### src/hdl/iws_defs.vh
/*
  iws_defs.vh: register offsets, field positions, reset values and timing
  counts for the audio word-format and dma request block.
  Assumes it is included by bare name into plain verilog design files.
*/
`ifndef IWS_DEFS_VH
`define IWS_DEFS_VH

// ----------------------------------------------------------------------
// register offsets (byte addresses)
// ----------------------------------------------------------------------
`define IWS_ADDR_W          8
`define IWS_OFS_PORT_CTRL   8'h00
`define IWS_OFS_FORMAT      8'h10
`define IWS_OFS_DMA         8'h30
`define IWS_OFS_FIFO        8'h40

// ----------------------------------------------------------------------
// field positions
// ----------------------------------------------------------------------
`define IWS_ROLE_HI         7
`define IWS_ROLE_LO         6
`define IWS_ADJ_BIT         15
`define IWS_SMP_HI          13
`define IWS_SMP_LO          9
`define IWS_EN_BIT          8
`define IWS_BW_HI           4
`define IWS_BW_LO           0
`define IWS_RXLVL_HI        31
`define IWS_RXLVL_LO        24
`define IWS_TXLVL_HI        23
`define IWS_TXLVL_LO        16
`define IWS_RXEN_BIT        15
`define IWS_RXTHD_HI        14
`define IWS_RXTHD_LO        8
`define IWS_TXEN_BIT        7
`define IWS_TXTHD_HI        6
`define IWS_TXTHD_LO        0

// ----------------------------------------------------------------------
// encodings and reset values
// ----------------------------------------------------------------------
`define IWS_ROLE_MASTER     2'h0
`define IWS_ROLE_SLAVE      2'h3
`define IWS_ROLE_RST        2'h0
`define IWS_SMP_RST         5'h00
`define IWS_BW_RST          5'h00
`define IWS_THD_RST         7'h00
`define IWS_TX_THD_VAL      7'h00
`define IWS_WORD_ZERO       32'h0000_0000
`define IWS_WORD_ONES       32'hFFFF_FFFF
`define IWS_MSB_POS         5'h1F

// ----------------------------------------------------------------------
// fifo shape and timing
// ----------------------------------------------------------------------
`define IWS_FIFO_AW         5
`define IWS_FIFO_DEPTH      8'h20
`define IWS_BCLK_HALF_NS    80
`define IWS_CLK_NS          20
`define IWS_BCLK_HALF_CYC   (`IWS_BCLK_HALF_NS / `IWS_CLK_NS)

`endif

### src/hdl/iws_fifo.v
/*
  iws_fifo.v: 32-bit wide word fifo with a fill count, used for both the
  transmit and the receive direction.
  Assumes push and pop come from logic on the same clock; a push while full
  and a pop while empty are ignored.
*/
`timescale 1ns/1ns
`include "iws_defs.vh"

module iws_fifo (
  input  wire        clk_sys,
  input  wire        arst_n,
  input  wire        push,
  input  wire [31:0] din,
  input  wire        pop,
  output wire [31:0] dout,
  output reg  [7:0]  level,
  output wire        full,
  output wire        empty
);

  reg  [31:0]               mem [0:`IWS_FIFO_DEPTH-1];
  reg  [`IWS_FIFO_AW-1:0]   wr_ptr;
  reg  [`IWS_FIFO_AW-1:0]   rd_ptr;
  wire                      do_push;
  wire                      do_pop;

  // ----------------------------------------------------------------------
  // status and guarded strobes
  // ----------------------------------------------------------------------
  assign full    = (level == `IWS_FIFO_DEPTH);
  assign empty   = (level == 8'h00);
  assign do_push = push & ~full;   // a push while full is dropped
  assign do_pop  = pop & ~empty;
  assign dout    = empty ? `IWS_WORD_ZERO : mem[rd_ptr];

  // storage has no reset so it can map to plain ram
  always @(posedge clk_sys) begin
    if (do_push) begin
      mem[wr_ptr] <= din;
    end
  end

  // pointers and count; push and pop together leave the count alone
  always @(posedge clk_sys or negedge arst_n) begin
    if (!arst_n) begin
      wr_ptr <= {`IWS_FIFO_AW{1'b0}};
      rd_ptr <= {`IWS_FIFO_AW{1'b0}};
      level  <= 8'h00;
    end else begin
      if (do_push) begin
        wr_ptr <= wr_ptr + 1'b1;
      end
      if (do_pop) begin
        rd_ptr <= rd_ptr + 1'b1;
      end
      if (do_push & ~do_pop) begin
        level <= level + 8'h01;
      end else if (do_pop & ~do_push) begin
        level <= level - 8'h01;
      end
    end
  end

endmodule // iws_fifo

### src/hdl/iws_top.v
/*
  iws_top.v: word format, serial shifting, fifo levels and dma requests of
  a two-channel audio serial port, with its register file.
  Assumes a single-cycle register port on clk_sys, an external converter on
  the serial pins and a system dma that watches the two request levels.
*/
// Local design decision: the address-and-strobe port.
// Overview of operation
// - shorter sample sits in upper word bits if adjust is 0, lower if 1
// - five-bit sample size field sets sample bits within each word
// - sample size zero or above word length means sample equals word length
// - master: enable starts bit and frame clock outputs, clearing stops them
// - slave: enable starts accepting external clocks and data
// - word length field is bit clocks per half-frame minus one
// - read-only eight-bit receive fifo count
// - read-only eight-bit transmit fifo count
// - receive dma channel enable bit, 1 enables
// - receive dma request while receive count exceeds receive threshold
// - transmit dma channel enable bit, 1 enables
// - transmit dma request while transmit count below read-only threshold
// - role 0 is master with internal clocks, role 3 is slave
// - data port write while transmit fifo full is dropped, else pushed
// - data port read returns oldest receive word and pops it
`timescale 1ns/1ns
`include "iws_defs.vh"

module iws_top (
  input  wire                   clk_sys,
  input  wire                   arst_n,
  input  wire [`IWS_ADDR_W-1:0] addr,
  input  wire [31:0]            wr_data,
  input  wire                   wr_en,
  input  wire                   rd_en,
  output reg  [31:0]            rd_data,
  input  wire                   bclk_in,
  output reg                    bclk_out,
  output reg                    bclk_oe_n,
  input  wire                   lrclk_in,
  output reg                    lrclk_out,
  output reg                    lrclk_oe_n,
  input  wire                   sdi,
  output reg                    sdo,
  output reg                    dma_rx_req,
  output reg                    dma_tx_req
);

  // ----------------------------------------------------------------------
  // declarations
  // ----------------------------------------------------------------------
  reg  [1:0]  port_role;
  reg         adjust;
  reg  [4:0]  smp_size;
  reg         port_en;
  reg  [4:0]  bits_word;
  reg         rx_dma_en;
  reg  [6:0]  rx_thd;
  reg         tx_dma_en;
  reg  [6:0]  tx_thd;
  reg  [2:0]  pin_s1;
  reg  [2:0]  pin_s2;
  reg  [2:0]  pin_s3;
  reg  [3:0]  div_cnt;
  reg         started;
  reg         lr_prev;
  reg  [4:0]  tx_cnt;
  reg  [4:0]  rx_cnt;
  reg  [31:0] tx_shift;
  reg  [31:0] rx_shift;
  reg  [31:0] next_rd_data;
  wire        is_master;
  wire        active;
  wire        m_tick;
  wire        evt_rise;
  wire        evt_fall;
  wire        half_start;
  wire [4:0]  s_eff;
  wire [4:0]  pad;
  wire [31:0] smp_mask;
  wire [31:0] word_mask;
  wire [31:0] tx_sample;
  wire [31:0] tx_load;
  wire [31:0] rx_next;
  wire [31:0] rx_word;
  wire [31:0] rx_sample;
  wire        rx_push;
  wire        tx_pop;
  wire        bus_push;
  wire        bus_pop;
  wire [31:0] tx_dout;
  wire [31:0] rx_dout;
  wire [7:0]  tx_lvl;
  wire [7:0]  rx_lvl;
  wire        tx_full;
  wire        tx_empty;
  wire        rx_full;
  wire        rx_empty;

  // ----------------------------------------------------------------------
  // role and enable
  // ----------------------------------------------------------------------
  // role decode
  assign is_master = (port_role == `IWS_ROLE_MASTER);
  assign active    = port_en & (is_master | (port_role == `IWS_ROLE_SLAVE));

  // ----------------------------------------------------------------------
  // sample size arithmetic
  // ----------------------------------------------------------------------
  // effective sample size
  assign s_eff     = ((smp_size == `IWS_SMP_RST) || (smp_size > bits_word)) ?
                     bits_word : smp_size;
  assign pad       = bits_word - s_eff;
  assign smp_mask  = ~(`IWS_WORD_ONES << ({1'b0, s_eff} + 6'h01));
  assign word_mask = ~(`IWS_WORD_ONES << ({1'b0, bits_word} + 6'h01));

  // ----------------------------------------------------------------------
  // pin synchronisers: bit 0 bit clock, bit 1 frame clock, bit 2 data
  // ----------------------------------------------------------------------
  // s3 is only an edge-history copy of s2, s1 feeds s2 alone
  always @(posedge clk_sys or negedge arst_n) begin
    if (!arst_n) begin
      pin_s1 <= 3'h0;
      pin_s2 <= 3'h0;
      pin_s3 <= 3'h0;
    end else begin
      pin_s1 <= {sdi, lrclk_in, bclk_in};
      pin_s2 <= pin_s1;
      pin_s3 <= pin_s2;
    end
  end

  // ----------------------------------------------------------------------
  // bit clock events
  // ----------------------------------------------------------------------
  // master ticks from the divider, slave from synchronised pin edges
  assign m_tick   = active & is_master & (div_cnt == (`IWS_BCLK_HALF_CYC - 1));
  assign evt_rise = is_master ? (m_tick & ~bclk_out) :
                    (active & pin_s2[0] & ~pin_s3[0]);
  assign evt_fall = is_master ? (m_tick & bclk_out) :
                    (active & ~pin_s2[0] & pin_s3[0]);
  // a new half-frame starts on a falling edge
  assign half_start = is_master ? (~started | (tx_cnt == bits_word)) :
                      (~started | (pin_s2[1] != lr_prev));

  // ----------------------------------------------------------------------
  // justification of words in both directions
  // ----------------------------------------------------------------------
  // transmit placement in word
  assign tx_sample = tx_dout & smp_mask;
  assign tx_load   = adjust ? (tx_sample << (`IWS_MSB_POS - bits_word)) :
                     (tx_sample << (`IWS_MSB_POS - s_eff));
  assign rx_next   = {rx_shift[30:0], pin_s2[2]};
  assign rx_word   = rx_next & word_mask;
  assign rx_sample = adjust ? (rx_word & smp_mask) : (rx_word >> pad);

  // ----------------------------------------------------------------------
  // fifo strobes
  // ----------------------------------------------------------------------
  assign tx_pop   = evt_fall & half_start & ~tx_empty;
  assign rx_push  = evt_rise & started & (rx_cnt == bits_word);
  assign bus_push = wr_en & (addr == `IWS_OFS_FIFO);
  assign bus_pop  = rd_en & (addr == `IWS_OFS_FIFO);

  iws_fifo u_tx_fifo (
    .clk_sys (clk_sys),
    .arst_n  (arst_n),
    .push    (bus_push),
    .din     (wr_data),
    .pop     (tx_pop),
    .dout    (tx_dout),
    .level   (tx_lvl),
    .full    (tx_full),
    .empty   (tx_empty)
  );

  iws_fifo u_rx_fifo (
    .clk_sys (clk_sys),
    .arst_n  (arst_n),
    .push    (rx_push),
    .din     (rx_sample),
    .pop     (bus_pop),
    .dout    (rx_dout),
    .level   (rx_lvl),
    .full    (rx_full),
    .empty   (rx_empty)
  );

  // ----------------------------------------------------------------------
  // register writes
  // ----------------------------------------------------------------------
  // transmit threshold is read-only and keeps its fixed value
  always @(posedge clk_sys or negedge arst_n) begin
    if (!arst_n) begin
      port_role <= `IWS_ROLE_RST;
      adjust    <= 1'b0;
      smp_size  <= `IWS_SMP_RST;
      port_en   <= 1'b0;
      bits_word <= `IWS_BW_RST;
      rx_dma_en <= 1'b0;
      rx_thd    <= `IWS_THD_RST;
      tx_dma_en <= 1'b0;
      tx_thd    <= `IWS_TX_THD_VAL;
    end else if (wr_en) begin
      case (addr)
        `IWS_OFS_PORT_CTRL: begin
          port_role <= wr_data[`IWS_ROLE_HI:`IWS_ROLE_LO];
        end
        `IWS_OFS_FORMAT: begin
          adjust    <= wr_data[`IWS_ADJ_BIT];
          smp_size  <= wr_data[`IWS_SMP_HI:`IWS_SMP_LO];
          port_en   <= wr_data[`IWS_EN_BIT];
          bits_word <= wr_data[`IWS_BW_HI:`IWS_BW_LO];
        end
        `IWS_OFS_DMA: begin
          rx_dma_en <= wr_data[`IWS_RXEN_BIT];
          rx_thd    <= wr_data[`IWS_RXTHD_HI:`IWS_RXTHD_LO];
          tx_dma_en <= wr_data[`IWS_TXEN_BIT];
        end
        default: begin
          tx_thd <= tx_thd;
        end
      endcase
    end
  end

  // ----------------------------------------------------------------------
  // register reads
  // ----------------------------------------------------------------------
  always @* begin
    next_rd_data = `IWS_WORD_ZERO;
    case (addr)
      `IWS_OFS_PORT_CTRL: begin
        next_rd_data[`IWS_ROLE_HI:`IWS_ROLE_LO] = port_role;
      end
      `IWS_OFS_FORMAT: begin
        next_rd_data[`IWS_ADJ_BIT]             = adjust;
        next_rd_data[`IWS_SMP_HI:`IWS_SMP_LO]  = smp_size;
        next_rd_data[`IWS_EN_BIT]              = port_en;
        next_rd_data[`IWS_BW_HI:`IWS_BW_LO]    = bits_word;
      end
      `IWS_OFS_DMA: begin
        next_rd_data[`IWS_RXLVL_HI:`IWS_RXLVL_LO] = rx_lvl;
        next_rd_data[`IWS_TXLVL_HI:`IWS_TXLVL_LO] = tx_lvl;
        next_rd_data[`IWS_RXEN_BIT]               = rx_dma_en;
        next_rd_data[`IWS_RXTHD_HI:`IWS_RXTHD_LO] = rx_thd;
        next_rd_data[`IWS_TXEN_BIT]               = tx_dma_en;
        next_rd_data[`IWS_TXTHD_HI:`IWS_TXTHD_LO] = tx_thd;
      end
      `IWS_OFS_FIFO: begin
        next_rd_data = rx_dout;   // zero when the receive fifo is empty
      end
      default: begin
        next_rd_data = `IWS_WORD_ZERO;
      end
    endcase
  end

  // read data stands only in the cycle after the strobe
  always @(posedge clk_sys or negedge arst_n) begin
    if (!arst_n) begin
      rd_data <= `IWS_WORD_ZERO;
    end else begin
      rd_data <= rd_en ? next_rd_data : `IWS_WORD_ZERO;
    end
  end

  // ----------------------------------------------------------------------
  // clock generation and pin direction
  // ----------------------------------------------------------------------
  // master clocks run only while enabled
  always @(posedge clk_sys or negedge arst_n) begin
    if (!arst_n) begin
      div_cnt    <= 4'h0;
      bclk_out   <= 1'b0;
      lrclk_out  <= 1'b0;
      bclk_oe_n  <= 1'b1;
      lrclk_oe_n <= 1'b1;
    end else begin
      bclk_oe_n  <= ~is_master;   // drive clock pins only as master
      lrclk_oe_n <= ~is_master;
      if (!(active & is_master)) begin
        div_cnt   <= 4'h0;
        bclk_out  <= 1'b0;
        lrclk_out <= 1'b0;
      end else if (m_tick) begin
        div_cnt  <= 4'h0;
        bclk_out <= ~bclk_out;
        // frame clock flips on the fall that ends a half-frame
        if (bclk_out & started & (tx_cnt == bits_word)) begin
          lrclk_out <= ~lrclk_out;
        end
      end else begin
        div_cnt <= div_cnt + 4'h1;
      end
    end
  end

  // ----------------------------------------------------------------------
  // serial shifting
  // ----------------------------------------------------------------------
  // bit counters span word length
  always @(posedge clk_sys or negedge arst_n) begin
    if (!arst_n) begin
      started  <= 1'b0;
      lr_prev  <= 1'b0;
      tx_cnt   <= 5'h00;
      rx_cnt   <= 5'h00;
      tx_shift <= `IWS_WORD_ZERO;
      rx_shift <= `IWS_WORD_ZERO;
      sdo      <= 1'b0;
    end else if (!active) begin
      started  <= 1'b0;
      tx_cnt   <= 5'h00;
      rx_cnt   <= 5'h00;
      sdo      <= 1'b0;
    end else begin
      if (evt_fall) begin
        started <= 1'b1;
        lr_prev <= pin_s2[1];
        if (half_start) begin
          // an empty transmit fifo sends silence rather than stale data
          tx_cnt   <= 5'h00;
          rx_cnt   <= 5'h00;
          sdo      <= tx_empty ? 1'b0 : tx_load[31];
          tx_shift <= tx_empty ? `IWS_WORD_ZERO : {tx_load[30:0], 1'b0};
        end else begin
          tx_cnt   <= tx_cnt + 5'h01;
          sdo      <= tx_shift[31];
          tx_shift <= {tx_shift[30:0], 1'b0};
        end
      end
      if (evt_rise & started) begin
        rx_shift <= rx_next;
        rx_cnt   <= rx_cnt + 5'h01;
      end
    end
  end

  // ----------------------------------------------------------------------
  // dma requests
  // ----------------------------------------------------------------------
  always @(posedge clk_sys or negedge arst_n) begin
    if (!arst_n) begin
      dma_rx_req <= 1'b0;
      dma_tx_req <= 1'b0;
    end else begin
      dma_rx_req <= rx_dma_en & (rx_lvl > {1'b0, rx_thd});
      dma_tx_req <= tx_dma_en & (tx_lvl < {1'b0, tx_thd});
    end
  end

endmodule // iws_top

### config.mk
export PLATFORM = sky130hd
export DESIGN_NAME = iws_top
export DESIGN_NICKNAME = d
export VERILOG_FILES = /design/src/hdl/iws_fifo.v /design/src/hdl/iws_top.v
export VERILOG_INCLUDE_DIRS = /design/src /design/src/hdl
export SDC_FILE = /design/constraint.sdc
export NUM_CORES = 2
export LEC_CHECK = 0
export BUFFER_PORTS_ARGS = -buffer_cell sky130_fd_sc_hd__buf_4
export CORE_UTILIZATION = 63
export CTS_CLUSTER_DIAMETER = 30
export DETAILED_ROUTE_END_ITERATION = 12
export GPL_ROUTABILITY_DRIVEN = 1
export GPL_TIMING_DRIVEN = 0
export PLACE_DENSITY = 0.78
export SLEW_MARGIN = 20
export SYNTH_ARGS = -nofsm -noshare
export SYNTH_HDL_FRONTEND = slang
export SYNTH_SLANG_ARGS = --single-unit
### constraint.sdc
create_clock -name clk_sys -period 7.62 [get_ports clk_sys]
set_input_delay 1.524 -clock clk_sys [delete_from_list [all_inputs] [get_ports clk_sys]]
set_output_delay 1.524 -clock clk_sys [all_outputs]
set_load 0.05 [all_outputs]
==> flow_summary.ini <==
[power_and_ir_drop]
clockPowerShare_pct = 53.5
leakage_nw = 36.82
p_sw_mw = 7.945
p_total_mw = 33.78
ir_drop_mv = 0.2688
pwr-share-comb_pct = 5.5
powerDensity_mw_per_mm2 = 299.2
netSwitchingFraction_pct = 23.52
pwr-share-seq_pct = 40.9
internal-power_mw = 25.84

[logic_synthesis]
synthAdderAreaFrac_pct = 0.7974
yosys.area.top_type = edfxtp_1
synthXorXnorAreaFrac_pct = 0.5411
yosysTopAreaCellShare_pct = 66.65
ys_async_sr_fraction_pct = 8.120
seq_area_frac_synth_pct = 71.56
synth.ff_latch_count = 2229
ys.flop_type = edfxtp_1
synth_top_family_by_area = multiplexers
yosys_warnings = 0
synth-compound-area-share_pct = 4.731
synth_cell_types = 115
synth-simple-area-share_pct = 3.847
synthCells = 4907
muxShareOfSynthArea_pct = 16.79
syn-cell-area_mm2 = 0.09227
synth-edff-count = 2048
avgSynthCellArea_um2 = 18.80
syn_nets = 5011
synthTopCellsByArea = edfxtp_1 67%, mux4_2 14%, dfrtp_1 4.9%, mux2i_1 2.0%, nor2_1 1.2%

[placement]
gp_congestion = 0.9679
place_hpwl_mm = 191.5
portBuffers = 83

[route]
wl_mm = 329.1
drc_errors = 0
num_vias = 59900
viasPerCell = 7.690
drtIter0Drc = 11320
ant_nets = 0
wl_per_cell_um = 42.24
firstDrtPassIters = 12

[finish]
areaGrowthSynthToFinish_pct = 22.38
final_common_cell = edfxtp_1
nets = 5643
drive_above_1_share_pct = 31.09
final_cell_mix = 2048 x edfxtp_1, 563 x mux4_2, 406 x clkbuf_16

[sta]
tightest_slew_ps = 1458
tns_ps = 0
skew_ps = 118.9
fmax_ghz = 0.1336
finalHoldViolCount = 0
timing.slew.headroom_pct = 1.799
final-max-slew-violation-count = 0
setup_viol = 0
fin_crit_ps = 7488
period_share_pct = 98.26
hold_ws_ps = 352.8
rsz0062_at_grt = no

[worst_hold_path]
hp-start = pin_s1[2]$_DFF_PN0_
hp-class = register to register

[die]
die_x_um = 384.7
dieHeight_um = 384.7
std_cell_rows = 140
io_pins = 86
core_mm2 = 0.1456
initial_core_util_pct = 63.39
die-area_mm2 = 0.1480

[critical_path]
slowest_stage = clkdlybuf4s15_1
startpoint = bits_word[1]$_DFFE_PN0P_
critical_path.startpoint_type = register
crit_arrival_ps = 8200
cp_data_required_time_ps = 8330
worst_path_most_repeated_cell = ha_1
critical_path_class = register to register
path_max_fanout = 10
r2r_start = bits_word[1]$_DFFE_PN0P_
slowest_delay_ps = 850
crit_chain = clkdlybuf4s15_1 > inv_1 > ha_1 > nand4_2 > o221a_1 > o21ai_2 > a21o_1 > ha_1 > inv_1 > ha_1 > clkbuf_1 > nor2b_1 > nor2_1 > a311oi_1 > o22ai_1 > a32oi_1 > mux2i_1 > a2111oi_0 > nor3_1
endpoint_kind = register

[grt]
use_met1_pct = 57.67
globalRouteTotalUtil_pct = 44.86
grt_max_degree = 87
busiest_layer = met2
antenna_found_initial = 23
overflow = 0
grtUsageMet2_pct = 65.99
grt_pass1_wl_mm = 455.4
grt_use_met3_pct = 16.61
grt_pass1_vias = 59670

[clock_tree]
post-cts-setup-buffers = 0
cts.sinks = 2229
holdBufCountCts = 0
clkLatencyLatePin_ps = 970
root_buffer = clkbuf_16
cts_buffers = 402
cts_buffer_depth = 4
cts_tree = built
postCtsResizedCells = 0
cts.clk_slew.worst_paths_ps = 50
htreeDepth = 5

[flow_run]
drv_cap = 0

[run_status]
status = complete, no violations
==> state kept, by name (all words and copies together) (netlist names), 7 cells and up <==
| signal | cells |
|---|---|
| u_tx_fifo.level | 8 |
| u_rx_fifo.mem | 1024 |
| rx_shift | 31 |
| u_rx_fifo.level | 8 |
| tx_shift | 31 |
| rx_thd | 7 |
| rd_data | 32 |
| u_tx_fifo.mem | 1024 |
==> power by group through the flow <==
stage / clock [mW] / combinational [mW] / sequential, mW
floorplan: 0 / 0.888 / 14.1
global placement: 0 / 1.48 / 14.1
detailed placement: 0 / 1.73 / 14.1
CTS: 18.0 / 1.78 / 13.8
global route: 18.5 / 1.91 / 13.8
finish: 18.1 / 1.87 / 13.8
==> final timing paths <==
check / cells after the start / slack [ps] / end
hold / removal: 0 / 350 / pin_s2[2]$_DFF_PN0_
min in group asynchronous: 1 / 510 / tx_shift[9]$_DFFE_PN0P_
max in group asynchronous: 3 / 5920 / rd_data[3]$_DFF_PN0_
hold reg to reg: 0 / 350 / pin_s2[2]$_DFF_PN0_
setup / recovery: 19 / 130 / tx_shift[28]$_DFFE_PN0P_
setup reg to reg: 19 / 130 / tx_shift[28]$_DFFE_PN0P_
==> metrics by stage <==
step                util, %  setup slack, ps  std cells  instance area (µm²)
global route          77.56           0.7674       7782               112900
floorplan                 -            894.4       4907                92270
global placement      65.46            -2640       6907                95290
finish                77.57            132.3       7790               112900
detailed placement    68.27            272.8       7051                99380
CTS                   77.51            214.3       7777               112800
==> worst max-delay path, delay by kind of cell, from the launching register on <==
family / cells / cell delay, ps
buffers and inverters: 4 / 1690
multiplexers: 1 / 140
AND/OR/NAND/NOR: 4 / 1100
adder cells (fa/ha/maj): 3 / 1040
AO/OA/AOI/OAI: 7 / 2760
flip-flops: 1 / 550
==> cell families after synthesis <==
kind of cell / count (synthesis)
AO/OA/AOI/OAI: 612
XOR/XNOR: 57
adder cells (fa/ha/maj): 57
buffers and inverters: 341
flip-flops: 2229
multiplexers: 830
other: 1
AND/OR/NAND/NOR: 780
==> Yosys cell counts (13+ instances only) <==
cell and instances:
nor3_1 28, o22ai_1 22, buf_1 44, and2_1 13, nand2_1 241, mux4_2 563
nand3_1 68, a32oi_1 16, clkbuf_1 146, nor2b_1 16, buf_2 43, o211ai_1 30
nand2b_1 19, xnor2_1 38, a31oi_1 23, edfxtp_1 2048, mux2_2 75, a32o_1 14
a21o_1 15, and3_1 19, ha_1 54, buf_6 17, o221ai_1 13, nor2_1 288
buf_4 33, a21oi_1 124, o21a_1 14, o21ai_1 21, o21ai_0 99, inv_1 50
a211oi_1 17, nand4_1 26, dfrtp_1 180, a22oi_1 47, mux2i_1 186, xor2_1 19
a221oi_1 25
==> layout make-up <==
class / instances / area (µm²)
Sequential cell: 2229 / 66030
Fill cell: 6851 / 32650
Multi-Input combinational cell: 2337 / 25370
Clock buffer: 447 / 10370
Timing Repair Buffer: 228 / 4003
Clock inverter: 279 / 3073
Tap cell: 1917 / 2399
Buffer: 284 / 1421
Inverter: 57 / 216.5
Antenna cell: 12 / 30.03
==> routing by layer <==
| layer | wire length, µm | vias up | part of all wire, % |
|---|---|---|---|
| met5 | 107 | - | 0.033 |
| met4 | 23750 | 16 | 7.2 |
| met3 | 51900 | 1674 | 16 |
| met2 | 146800 | 6762 | 45 |
| met1 | 106500 | 29880 | 32 |
| li1 | - | 21570 | - |
(Power assumes the default switching activity.)
